===== src/design/rfe_pkg.sv =====
// Constants and types for the receive frame emitter.
// Assumes a byte-wide host stream and a plain register port.
package rfe_pkg;

	// Frame framing bytes and frame type codes.
	localparam logic [7:0]  SOF         = 8'h7e;
	localparam logic [7:0]  TYPE_RX     = 8'h90;
	localparam logic [7:0]  TYPE_EXP    = 8'h91;
	localparam logic [7:0]  TYPE_AGG    = 8'h8e;
	localparam logic [7:0]  RSVD_HI     = 8'hff;
	localparam logic [7:0]  RSVD_LO     = 8'hfe;
	localparam logic [7:0]  AGG_RSVD    = 8'h00;
	localparam logic [7:0]  CK_BASE     = 8'hff;
	// Receive option bits kept: acked, broadcast and delivery method.
	localparam logic [7:0]  RXOPT_KEEP  = 8'hc3;

	// Byte offsets inside a frame.
	localparam logic [15:0] OFF_LEN_HI  = 16'h0001;
	localparam logic [15:0] OFF_LEN_LO  = 16'h0002;
	localparam logic [15:0] OFF_TYPE    = 16'h0003;
	localparam logic [15:0] OFF_ADDR    = 16'h0004;
	localparam logic [15:0] OFF_ADDR_E  = 16'h000b;
	localparam logic [15:0] OFF_RSVD    = 16'h000c;
	localparam logic [15:0] OFF_RSVD2   = 16'h000d;
	localparam logic [15:0] OFF_OPT     = 16'h000e;
	localparam logic [15:0] OFF_SEP     = 16'h000e;
	localparam logic [15:0] OFF_DEP     = 16'h000f;
	localparam logic [15:0] OFF_CLU     = 16'h0010;
	localparam logic [15:0] OFF_PRO     = 16'h0012;
	localparam logic [15:0] OFF_XOPT    = 16'h0014;
	localparam logic [15:0] OFF_AGG_RS  = 16'h0004;
	localparam logic [15:0] OFF_AGG_NEW = 16'h0005;
	localparam logic [15:0] OFF_AGG_OLD = 16'h000d;
	localparam logic [15:0] HDR_STD     = 16'h000f;
	localparam logic [15:0] HDR_EXP     = 16'h0015;
	localparam logic [15:0] HDR_AGG     = 16'h0015;
	localparam logic [2:0]  AGG_ADDR_J  = 3'h5;

	// Register byte addresses and fields.
	localparam logic [7:0]  REG_OPT     = 8'h00;
	localparam logic [7:0]  REG_DSTH    = 8'h04;
	localparam logic [7:0]  REG_DSTL    = 8'h08;
	localparam logic [7:0]  REG_STAT    = 8'h0c;
	localparam int          OPT_EXP_BIT = 1;
	localparam logic [7:0]  OPT_RST     = 8'h00;
	localparam logic [63:0] DST_RST     = 64'h0000_0000_0000_0000;

	// Kind of frame being emitted.
	typedef enum logic [1:0] {KIND_STD, KIND_EXP, KIND_AGG} rfe_kind_t;

endpackage


===== src/design/rfe_fifo.sv =====
// Small payload FIFO with valid/ready on both sides.
// Assumes a single clock; the read side may stall to build back-pressure.
module rfe_fifo #(
	parameter int WIDTH = 8,
	parameter int DEPTH = 4
) (
	input  wire logic             clk,       // Clock.
	input  wire logic             arst_n,    // Asynchronous reset, low.
	input  wire logic             in_valid,  // Write side has data.
	output logic                  in_ready_q, // Room for a word.
	input  wire logic [WIDTH-1:0] in_data,   // Write data.
	output logic                  out_valid, // Read side has data.
	input  wire logic             out_ready, // Read side takes data.
	output logic      [WIDTH-1:0] out_data   // Read data.
);
	localparam int AW = $clog2(DEPTH);

	logic [WIDTH-1:0] mem_q [DEPTH];
	logic [AW-1:0]    wr_q;
	logic [AW-1:0]    rd_q;
	logic [AW:0]      cnt_q;
	logic             push;
	logic             pop;

	////////////////////////////////////////////////////////////////////////
	// Handshakes on both sides.
	assign push      = in_valid && in_ready_q;
	assign pop       = out_valid && out_ready;
	assign out_valid = (cnt_q != '0);
	assign out_data  = mem_q[rd_q];

	// Storage is written only on an accepted word.
	always_ff @(posedge clk) begin
		if (push) begin
			mem_q[wr_q] <= in_data;
		end
	end

	// Pointers wrap at the depth; count gives honest full and empty.
	always_ff @(posedge clk or negedge arst_n) begin
		if (!arst_n) begin
			wr_q       <= '0;
			rd_q       <= '0;
			cnt_q      <= '0;
			in_ready_q <= 1'b0;
		end else begin
			if (push) begin
				wr_q <= (wr_q == AW'(DEPTH - 1)) ? '0 : wr_q + 1'b1;
			end
			if (pop) begin
				rd_q <= (rd_q == AW'(DEPTH - 1)) ? '0 : rd_q + 1'b1;
			end
			cnt_q      <= cnt_q + (AW+1)'(push) - (AW+1)'(pop);
			in_ready_q <= (cnt_q + (AW+1)'(push) - (AW+1)'(pop))
				!= (AW+1)'(DEPTH);
		end
	end
endmodule


===== src/design/rfe_cksum.sv =====
// Running checksum over the bytes of one frame.
// Assumes the caller clears it at the start of each frame.
module rfe_cksum (
	input  wire logic       clk,    // Clock.
	input  wire logic       arst_n, // Asynchronous reset, low.
	input  wire logic       clr,    // Start a new sum.
	input  wire logic       add,    // Add the byte below.
	input  wire logic [7:0] din,    // Byte to add.
	output logic      [7:0] sum_q,  // Low eight bits of the sum.
	output logic      [7:0] ck      // Checksum byte to send.
);
	// Sum wraps naturally at eight bits.
	always_ff @(posedge clk or negedge arst_n) begin
		if (!arst_n) begin
			sum_q <= 8'h00;
		end else if (clr) begin
			sum_q <= 8'h00;
		end else if (add) begin
			sum_q <= sum_q + din;
		end
	end

	// Checksum is the base value less the sum.
	assign ck = rfe_pkg::CK_BASE - sum_q;
endmodule


===== src/design/rfe_emitter.sv =====
// Receive frame emitter: builds 0x90, 0x91 and 0x8e host frames.
// Assumes metadata arrives with a payload byte count, payload follows
// on the payload stream, and the host drains bytes with out_ready.
module rfe_emitter #(
	parameter int FIFO_DEPTH = 4
) (
	input  wire logic        clk,        // Clock, 100 MHz.
	input  wire logic        arst_n,     // Asynchronous reset, low.
	input  wire logic [7:0]  reg_addr,   // Register byte address.
	input  wire logic [31:0] reg_wdata,  // Register write data.
	input  wire logic        reg_wr,     // Write strobe.
	input  wire logic        reg_rd,     // Read strobe.
	output logic      [31:0] reg_rdata_q, // Read data, cycle after.
	input  wire logic        hdr_valid,  // Packet metadata offered.
	output logic             hdr_ack_q,  // Metadata taken, pulse.
	input  wire logic [63:0] hdr_src,    // Sender address.
	input  wire logic [7:0]  hdr_opts,   // Receive option flags.
	input  wire logic [7:0]  hdr_sep,    // Source endpoint.
	input  wire logic [7:0]  hdr_dep,    // Destination endpoint.
	input  wire logic [15:0] hdr_cluster, // Cluster identifier.
	input  wire logic [15:0] hdr_profile, // Profile identifier.
	input  wire logic [15:0] hdr_plen,   // Payload byte count.
	input  wire logic        pay_valid,  // Payload byte offered.
	output logic             pay_ready_q, // Payload FIFO has room.
	input  wire logic [7:0]  pay_data,   // Payload byte.
	input  wire logic        upd_valid,  // Aggregator update offered.
	output logic             upd_ack_q,  // Update taken, pulse.
	input  wire logic [63:0] upd_match,  // Address the update targets.
	input  wire logic [63:0] upd_new,    // Replacement destination.
	output logic      [7:0]  out_data_q, // Frame byte to host.
	output logic             out_valid_q, // Frame byte valid.
	input  wire logic        out_ready   // Host takes the byte.
);
	typedef enum logic {ST_IDLE, ST_SEND} rfe_state_t;

	rfe_state_t              state_q;
	rfe_pkg::rfe_kind_t      kind_q;
	logic [7:0]              api_output_options_q;
	logic [63:0]             dst_q;
	logic [63:0]             old_q;
	logic [63:0]             src_q;
	logic [7:0]              opts_q;
	logic [7:0]              sep_q;
	logic [7:0]              dep_q;
	logic [15:0]             clu_q;
	logic [15:0]             pro_q;
	logic [15:0]             len_q;
	logic [15:0]             hdr_len_q;
	logic [15:0]             last_q;
	logic [15:0]             idx_q;
	logic [15:0]             emit_off_q;
	logic [15:0]             frames_q;
	logic                    fifo_valid;
	logic [7:0]              fifo_data;
	logic                    in_pay;
	logic                    avail;
	logic                    ld;
	logic                    take_upd;
	logic                    take_hdr;
	logic                    upd_hit;
	logic [7:0]              hbyte;
	logic [7:0]              next_byte;
	logic [7:0]              ck_sum;
	logic [7:0]              ck_byte;

	////////////////////////////////////////////////////////////////////////
	// Payload buffer; its room flag is the payload source's ready.
	rfe_fifo #(
		.WIDTH (8),
		.DEPTH (FIFO_DEPTH)
	) u_fifo (
		.clk        (clk),
		.arst_n     (arst_n),
		.in_valid   (pay_valid),
		.in_ready_q (pay_ready_q),
		.in_data    (pay_data),
		.out_valid  (fifo_valid),
		.out_ready  (ld && in_pay),
		.out_data   (fifo_data)
	);

	// Checksum covers every byte from the type byte through the payload.
	rfe_cksum u_ck (
		.clk    (clk),
		.arst_n (arst_n),
		.clr    ((take_upd && upd_hit) || take_hdr),
		.add    (ld && idx_q >= rfe_pkg::OFF_TYPE && idx_q != last_q),
		.din    (next_byte),
		.sum_q  (ck_sum),
		.ck     (ck_byte)
	);

	////////////////////////////////////////////////////////////////////////
	// Byte j (0 is most significant) of a 64-bit address.
	function automatic logic [7:0] addr_byte(input logic [63:0] a,
			input logic [2:0] j);
		logic [63:0] t;
		t = a << {j, 3'b000};
		return t[63:56];
	endfunction

	// Acceptance: updates win over packets, both only while idle, and never
	// again in the cycle where the acknowledge of the same request stands.
	assign upd_hit  = (upd_match == dst_q);
	assign take_upd = (state_q == ST_IDLE) && upd_valid && !upd_ack_q;
	assign take_hdr = (state_q == ST_IDLE) && !upd_valid && hdr_valid
		&& !hdr_ack_q;

	// Header byte by frame offset and kind.
	always_comb begin
		hbyte = 8'h00;
		if (idx_q == 16'h0000) begin
			hbyte = rfe_pkg::SOF;
		end else if (idx_q == rfe_pkg::OFF_LEN_HI) begin
			hbyte = len_q[15:8];
		end else if (idx_q == rfe_pkg::OFF_LEN_LO) begin
			hbyte = len_q[7:0];
		end else if (kind_q == rfe_pkg::KIND_AGG) begin
			if (idx_q == rfe_pkg::OFF_TYPE) begin
				hbyte = rfe_pkg::TYPE_AGG;
			end else if (idx_q == rfe_pkg::OFF_AGG_RS) begin
				hbyte = rfe_pkg::AGG_RSVD;
			end else if (idx_q < rfe_pkg::OFF_AGG_OLD) begin
				hbyte = addr_byte(dst_q, idx_q[2:0] - rfe_pkg::AGG_ADDR_J);
			end else begin
				hbyte = addr_byte(old_q, idx_q[2:0] - rfe_pkg::AGG_ADDR_J);
			end
		end else if (idx_q == rfe_pkg::OFF_TYPE) begin
			hbyte = (kind_q == rfe_pkg::KIND_EXP) ? rfe_pkg::TYPE_EXP
				: rfe_pkg::TYPE_RX;
		end else if (idx_q <= rfe_pkg::OFF_ADDR_E) begin
			hbyte = addr_byte(src_q, {~idx_q[2], idx_q[1:0]});
		end else if (idx_q == rfe_pkg::OFF_RSVD) begin
			hbyte = rfe_pkg::RSVD_HI;
		end else if (idx_q == rfe_pkg::OFF_RSVD2) begin
			hbyte = rfe_pkg::RSVD_LO;
		end else if (kind_q == rfe_pkg::KIND_STD) begin
			hbyte = opts_q;
		end else begin
			unique case (idx_q)
				rfe_pkg::OFF_SEP:        hbyte = sep_q;
				rfe_pkg::OFF_DEP:        hbyte = dep_q;
				rfe_pkg::OFF_CLU:        hbyte = clu_q[15:8];
				rfe_pkg::OFF_CLU + 16'h1: hbyte = clu_q[7:0];
				rfe_pkg::OFF_PRO:        hbyte = pro_q[15:8];
				rfe_pkg::OFF_PRO + 16'h1: hbyte = pro_q[7:0];
				default:                 hbyte = opts_q;
			endcase
		end
	end

	// Pick header, payload or checksum and decide whether to load.
	assign in_pay    = (idx_q >= hdr_len_q) && (idx_q != last_q);
	assign avail     = !in_pay || fifo_valid;
	assign next_byte = (idx_q == last_q) ? ck_byte
		: (in_pay ? fifo_data : hbyte);
	assign ld        = (state_q == ST_SEND) && avail
		&& (!out_valid_q || out_ready);

	////////////////////////////////////////////////////////////////////////
	// Frame sequencer: offsets walk upward to the checksum.
	always_ff @(posedge clk or negedge arst_n) begin
		if (!arst_n) begin
			state_q  <= ST_IDLE;
			idx_q    <= 16'h0000;
			frames_q <= 16'h0000;
		end else begin
			unique case (state_q)
				ST_IDLE: begin
					idx_q <= 16'h0000;
					if ((take_upd && upd_hit) || take_hdr) begin
						state_q <= ST_SEND;
					end
				end
				ST_SEND: begin
					if (ld) begin
						idx_q <= idx_q + 16'h0001;
						if (idx_q == last_q) begin
							state_q  <= ST_IDLE;
							frames_q <= frames_q + 16'h0001;
						end
					end
				end
			endcase
		end
	end

	// Metadata latch; receive option reserved bits read as zero.
	always_ff @(posedge clk or negedge arst_n) begin
		if (!arst_n) begin
			kind_q    <= rfe_pkg::KIND_STD;
			src_q     <= 64'h0;
			opts_q    <= 8'h00;
			sep_q     <= 8'h00;
			dep_q     <= 8'h00;
			clu_q     <= 16'h0000;
			pro_q     <= 16'h0000;
			len_q     <= 16'h0000;
			hdr_len_q <= 16'h0000;
			last_q    <= 16'h0000;
		end else if (take_upd && upd_hit) begin
			kind_q    <= rfe_pkg::KIND_AGG;
			len_q     <= rfe_pkg::HDR_AGG - rfe_pkg::OFF_TYPE;
			hdr_len_q <= rfe_pkg::HDR_AGG;
			last_q    <= rfe_pkg::HDR_AGG;
		end else if (take_hdr) begin
			src_q  <= hdr_src;
			opts_q <= hdr_opts & rfe_pkg::RXOPT_KEEP;
			sep_q  <= hdr_sep;
			dep_q  <= hdr_dep;
			clu_q  <= hdr_cluster;
			pro_q  <= hdr_profile;
			if (api_output_options_q[rfe_pkg::OPT_EXP_BIT]) begin
				kind_q    <= rfe_pkg::KIND_EXP;
				len_q     <= rfe_pkg::HDR_EXP - rfe_pkg::OFF_TYPE + hdr_plen;
				hdr_len_q <= rfe_pkg::HDR_EXP;
				last_q    <= rfe_pkg::HDR_EXP + hdr_plen;
			end else begin
				kind_q    <= rfe_pkg::KIND_STD;
				len_q     <= rfe_pkg::HDR_STD - rfe_pkg::OFF_TYPE + hdr_plen;
				hdr_len_q <= rfe_pkg::HDR_STD;
				last_q    <= rfe_pkg::HDR_STD + hdr_plen;
			end
		end
	end

	// Output byte register holds until the host takes it.
	always_ff @(posedge clk or negedge arst_n) begin
		if (!arst_n) begin
			out_data_q  <= 8'h00;
			out_valid_q <= 1'b0;
			emit_off_q  <= 16'h0000;
		end else if (ld) begin
			out_data_q  <= next_byte;
			out_valid_q <= 1'b1;
			emit_off_q  <= idx_q;
		end else if (out_ready) begin
			out_valid_q <= 1'b0;
		end
	end

	// Acceptance pulses toward the receive path.
	always_ff @(posedge clk or negedge arst_n) begin
		if (!arst_n) begin
			hdr_ack_q <= 1'b0;
			upd_ack_q <= 1'b0;
		end else begin
			hdr_ack_q <= take_hdr;
			upd_ack_q <= take_upd;
		end
	end

	////////////////////////////////////////////////////////////////////////
	// Settings: an update that hits wins over a bus write to the address.
	always_ff @(posedge clk or negedge arst_n) begin
		if (!arst_n) begin
			api_output_options_q <= rfe_pkg::OPT_RST;
			dst_q                <= rfe_pkg::DST_RST;
			old_q                <= rfe_pkg::DST_RST;
		end else begin
			if (reg_wr && reg_addr == rfe_pkg::REG_OPT) begin
				api_output_options_q <= reg_wdata[7:0];
			end
			if (take_upd && upd_hit) begin
				old_q <= dst_q;
				dst_q <= upd_new;
			end else if (reg_wr && reg_addr == rfe_pkg::REG_DSTH) begin
				dst_q[63:32] <= reg_wdata;
			end else if (reg_wr && reg_addr == rfe_pkg::REG_DSTL) begin
				dst_q[31:0] <= reg_wdata;
			end
		end
	end

	// Read data stand one cycle after the strobe; unmapped reads zero.
	always_ff @(posedge clk or negedge arst_n) begin
		if (!arst_n) begin
			reg_rdata_q <= 32'h0;
		end else if (reg_rd) begin
			unique case (reg_addr)
				rfe_pkg::REG_OPT:  reg_rdata_q <= {24'h0,
					api_output_options_q};
				rfe_pkg::REG_DSTH: reg_rdata_q <= dst_q[63:32];
				rfe_pkg::REG_DSTL: reg_rdata_q <= dst_q[31:0];
				rfe_pkg::REG_STAT: reg_rdata_q <= {frames_q, 15'h0,
					(state_q == ST_SEND)};
				default:           reg_rdata_q <= 32'h0;
			endcase
		end else begin
			reg_rdata_q <= 32'h0;
		end
	end

	wire shown = out_valid_q;
endmodule


===== config.mk =====
export PLATFORM = sky130hd
export DESIGN_NAME = rfe_emitter
export DESIGN_NICKNAME = d
export VERILOG_FILES = /design/src/design/rfe_pkg.sv /design/src/design/rfe_fifo.sv /design/src/design/rfe_cksum.sv /design/src/design/rfe_emitter.sv
export SDC_FILE = /design/constraint.sdc
export NUM_CORES = 1
export LEC_CHECK = 0
export BUFFER_PORTS_ARGS = -buffer_cell sky130_fd_sc_hd__buf_2
export CORE_MARGIN = 3
export CORE_UTILIZATION = 55
export CTS_CLUSTER_SIZE = 25
export DETAILED_ROUTE_END_ITERATION = 16
export HOLD_SLACK_MARGIN = 0.02
export PLACE_DENSITY_LB_ADDON = 0.08
export SETUP_SLACK_MARGIN = 0.02
export SLEW_MARGIN = 30
export SYNTH_ARGS = -nofsm -noshare
export SYNTH_HDL_FRONTEND = slang
export SYNTH_HIERARCHICAL = 1
export SYNTH_SLANG_ARGS = --single-unit
export TNS_END_PERCENT = 20

===== constraint.sdc =====
create_clock -name clk -period 5.6 [get_ports clk]
set_input_delay 0.28 -clock clk [delete_from_list [all_inputs] [get_ports clk]]
set_output_delay 0.28 -clock clk [all_outputs]
set_load 0.01 [all_outputs]

==> flow_summary_export.csv <==
group,metric,value,unit
clock_tree,numCtsBuffers,45,
cells_and_area,n_fill_cell,2826,
synth,avgSynthCellArea,10.40,sq um
die,start_util,56.53,%
die,rows,71,
setup_path,critPathArrivalTime,5.32,ns
die,die_area,41680,sq um
placement,pre_cts_slack,0.6681,ns
power_and_ir_drop,leakage,13.21,nW
route,post-route-drc-count,0,
cells_and_area,layout_common_cells,"nand2_1 (409), dfrtp_1 (380), buf_2 (358)",
cells_and_area,layout_commonest_cell,"nand2_1",
hold_path,hp-class,"in2reg",
timing,rsz0062_at_grt,"no",
route,drt_first_pass_iters,6,
setup_path,worstSetupPathType,"reg2reg",
cells_and_area,regArea,10500,sq um
route,vias,18570,
synth,synth.distinct_cells,91,
timing,max_freq,204.6,MHz
clock_tree,insertion_delay,0.58,ns
synth,ys_warn_count,6,
flow_run,cap_violations,0,
setup_path,end_kind,"register",
die,die_w,204.2,um
global_routing,grt.total_usage,32.62,%
route,vias_per_cell,5.905,
global_routing,grt_max_degree,145,
synth,syn_inst,2076,
clock_tree,htreeDepth,2,
power_and_ir_drop,p_per_area,447.2,nW/um^2
cells_and_area,finalNetCount,2949,
route,wl,68240,um
clock_tree,cts_root_buf,"clkbuf_16",
route,wl_per_cell,21.70,um
die,chipHeight,204.2,um
timing,min_period,4.887,ns
setup_path,start_kind,"register",
placement,dpl.hpwl,45710,um
synth,ys_async_sr_fraction,92.25,%
power_and_ir_drop,max-vdd-ir-drop,0.0002956,V
clock_tree,cts_tree,"done",
timing,final-hold-violation-count,0,
synth,synth-edff-count,32,
timing,drv_slew,0,
die,coreArea,38200,sq um
clock_tree,cts_buffer_depth,3,
clock_tree,cts_sinks,413,
clock_tree,path_clk_slew,0.06,ns
global_routing,grt_pass1_vias,18810,
power_and_ir_drop,p_total,12.25,mW
setup_path,cp.required,6.04,ns
synth,syn_nets,2430,
status,status,"completed",
timing,tightest_slew,0.9640,ns
synth,ys_ff_latch,413,
route,drtIter0Drc,1548,
timing,setup_violations,0,
timing,postLayoutSetupSlackWorst,0.7127,ns
timing,fin_setup_tns,0,ns
global_routing,grt_pass1_wl,105600,um
cells_and_area,area_growth_syn_to_layout,26.83,%
setup_path,path_max_fanout,21,
timing,max-slew-margin-rel,34.92,%
cells_and_area,multi_input_area,10420,sq um
clock_tree,cts_setup_buffers,0,
timing,fin_worst_skew,0.01434,ns
synth,yosysSeqAreaShare,48.60,%
timing,timing.hold.ws,0.04214,ns
die,pin_count,364,
global_routing,antenna_found_initial,0,
placement,dpl_cell_area,23760,sq um
placement,portBuffers,359,
placement,place.gp.congestion,0.9474,
cells_and_area,final_layout_size_suffix_gt1_share,24.63,%
synth,syn_area,21600,sq um
global_routing,grt_overflow_total,0,
timing,period_share,87.27,%
route,ant_nets,0,
cells_and_area,design_area,27390,sq um
synth,synth_ff_type,"dfrtp_1",
[synthesized netlist by cell type (9+ instances only)]
cell type,instances,share of area (%)
nor4_1,13,0.38
nor3_1,19,0.44
and3_1,19,0.55
buf_1,9,0.16
inv_1,40,0.70
dfrtp_1,381,44
o22ai_1,14,0.41
buf_2,18,0.42
o21ai_0,49,1.1
edfxtp_1,32,4.4
nor2_1,172,3.0
a211oi_1,9,0.31
mux2_2,104,5.4
a21oi_1,99,2.3
xor2_1,35,1.4
mux2i_1,87,4.0
nand2_1,410,7.1
mux4_2,54,5.6
nand3_1,55,1.3
xnor2_1,104,4.2
a22oi_1,42,1.5
nand4_1,26,0.75
ha_1,31,1.8
clkbuf_1,90,1.6
[worst max-delay path, cell delays in order, from the launching register on]
cell and delay, ns:
dfrtp_2 0.45, clkinv_1 0.39, ha_1 0.47, xor2_2 0.16, buf_4 0.34, mux4_2 0.55
mux4_2 0.50, nand4_1 0.13, o211ai_2 0.15, ha_1 0.29, fa_1 0.42, a21o_1 0.21
a21oi_1 0.24, o21ai_1 0.13, mux2i_1 0.18, o311ai_1 0.12
[final timing paths]
path | slack (ns) | depth (start not counted) | startpoint | endpoint
max | 0.71 | 15 | idx_q[0] | u_ck/sum_q[6]
min | 0.04 | 3 | reg_wdata[23] | dst_q[55]
max reg2reg | 0.71 | 15 | idx_q[0] | u_ck/sum_q[6]
min reg2reg | 0.47 | 2 | src_q[56] | src_q[56]
max in group asynchronous | 3.89 | 3 | arst_n | old_q[17]
min in group asynchronous | 0.36 | 2 | arst_n | last_q[13]
[cell type report]
type	instances	area share (%)
flip-flops and latches	413	38.32
multi-input cells	1491	38.04
repair buffers	601	15.28
clock buffers	61	4.591
well taps	511	2.334
clock inverters	22	0.8132
inverters	43	0.5984
diodes	2	0.01827
[routing by layer]
| metal | GRT usage, % | wire length [um] | up-vias |
|---|---|---|---|
| met3 | 6.100 | 5081 | 156 |
| li1 | - | - | 8340 |
| met1 | 46.26 | 28990 | 9316 |
| met2 | 50.60 | 31730 | 753 |
| met5 | 0 | 0 | - |
| met4 | 12.07 | 2444 | 0 |
[report_power, final]
group / internal [mW] / total [mW] / switching (mW)
clock: 1.76 / 3.01 / 1.24
sequential: 3.78 / 4.43 / 0.651
combinational: 2.08 / 4.81 / 2.73
[flip-flops by register name, summed over array words and instances, names as in the netlist, 3 cells and up]
signal                cells
len_q                    16
dst_q                    64
pro_q                    16
dep_q                     8
u_fifo/cnt_q              3
src_q                    64
idx_q                    16
opts_q                    4
clu_q                    16
old_q                    64
hdr_len_q                 3
frames_q                 16
out_data_q                8
api_output_options_q      8
u_fifo/mem_q             32
u_ck/sum_q                8
reg_rdata_q              32
last_q                   16
sep_q                     8
[timing repair]
item / 4_1_cts / 5_1_grt
hold endpoints to repair: 331 / 0
resized for setup: 0 / 0
hold buffers: 213 / 0
[metrics by stage]
| step | utilization, % | cells |
|---|---|---|
| 6_report | 71.70 | 3144 |
| 2_1_floorplan | - | 2076 |
| 3_5_place_dp | 62.20 | 2846 |
| 3_3_place_gp | 62.17 | 2846 |
| 5_1_grt | 71.69 | 3142 |
| 4_1_cts | 71.65 | 3142 |
[cells by family (layout without fill, tap and decap cells)]
logic type / Yosys count / after routing / share of synthesized area (%)
buffers and inverters: 172 / 727 / 3.360
and+or+nand+nor: 772 / 772 / 15.94
AOI/OAI and AO/OA: 297 / 297 / 9.015
other: 0 / 2 / 0
xor gates and xnor gates: 140 / 140 / 5.747
adders and majority gates: 34 / 34 / 2.074
DFF: 413 / 413 / 48.60
muxes: 248 / 248 / 15.26
Note: power is estimated with default switching activity, not from simulation.
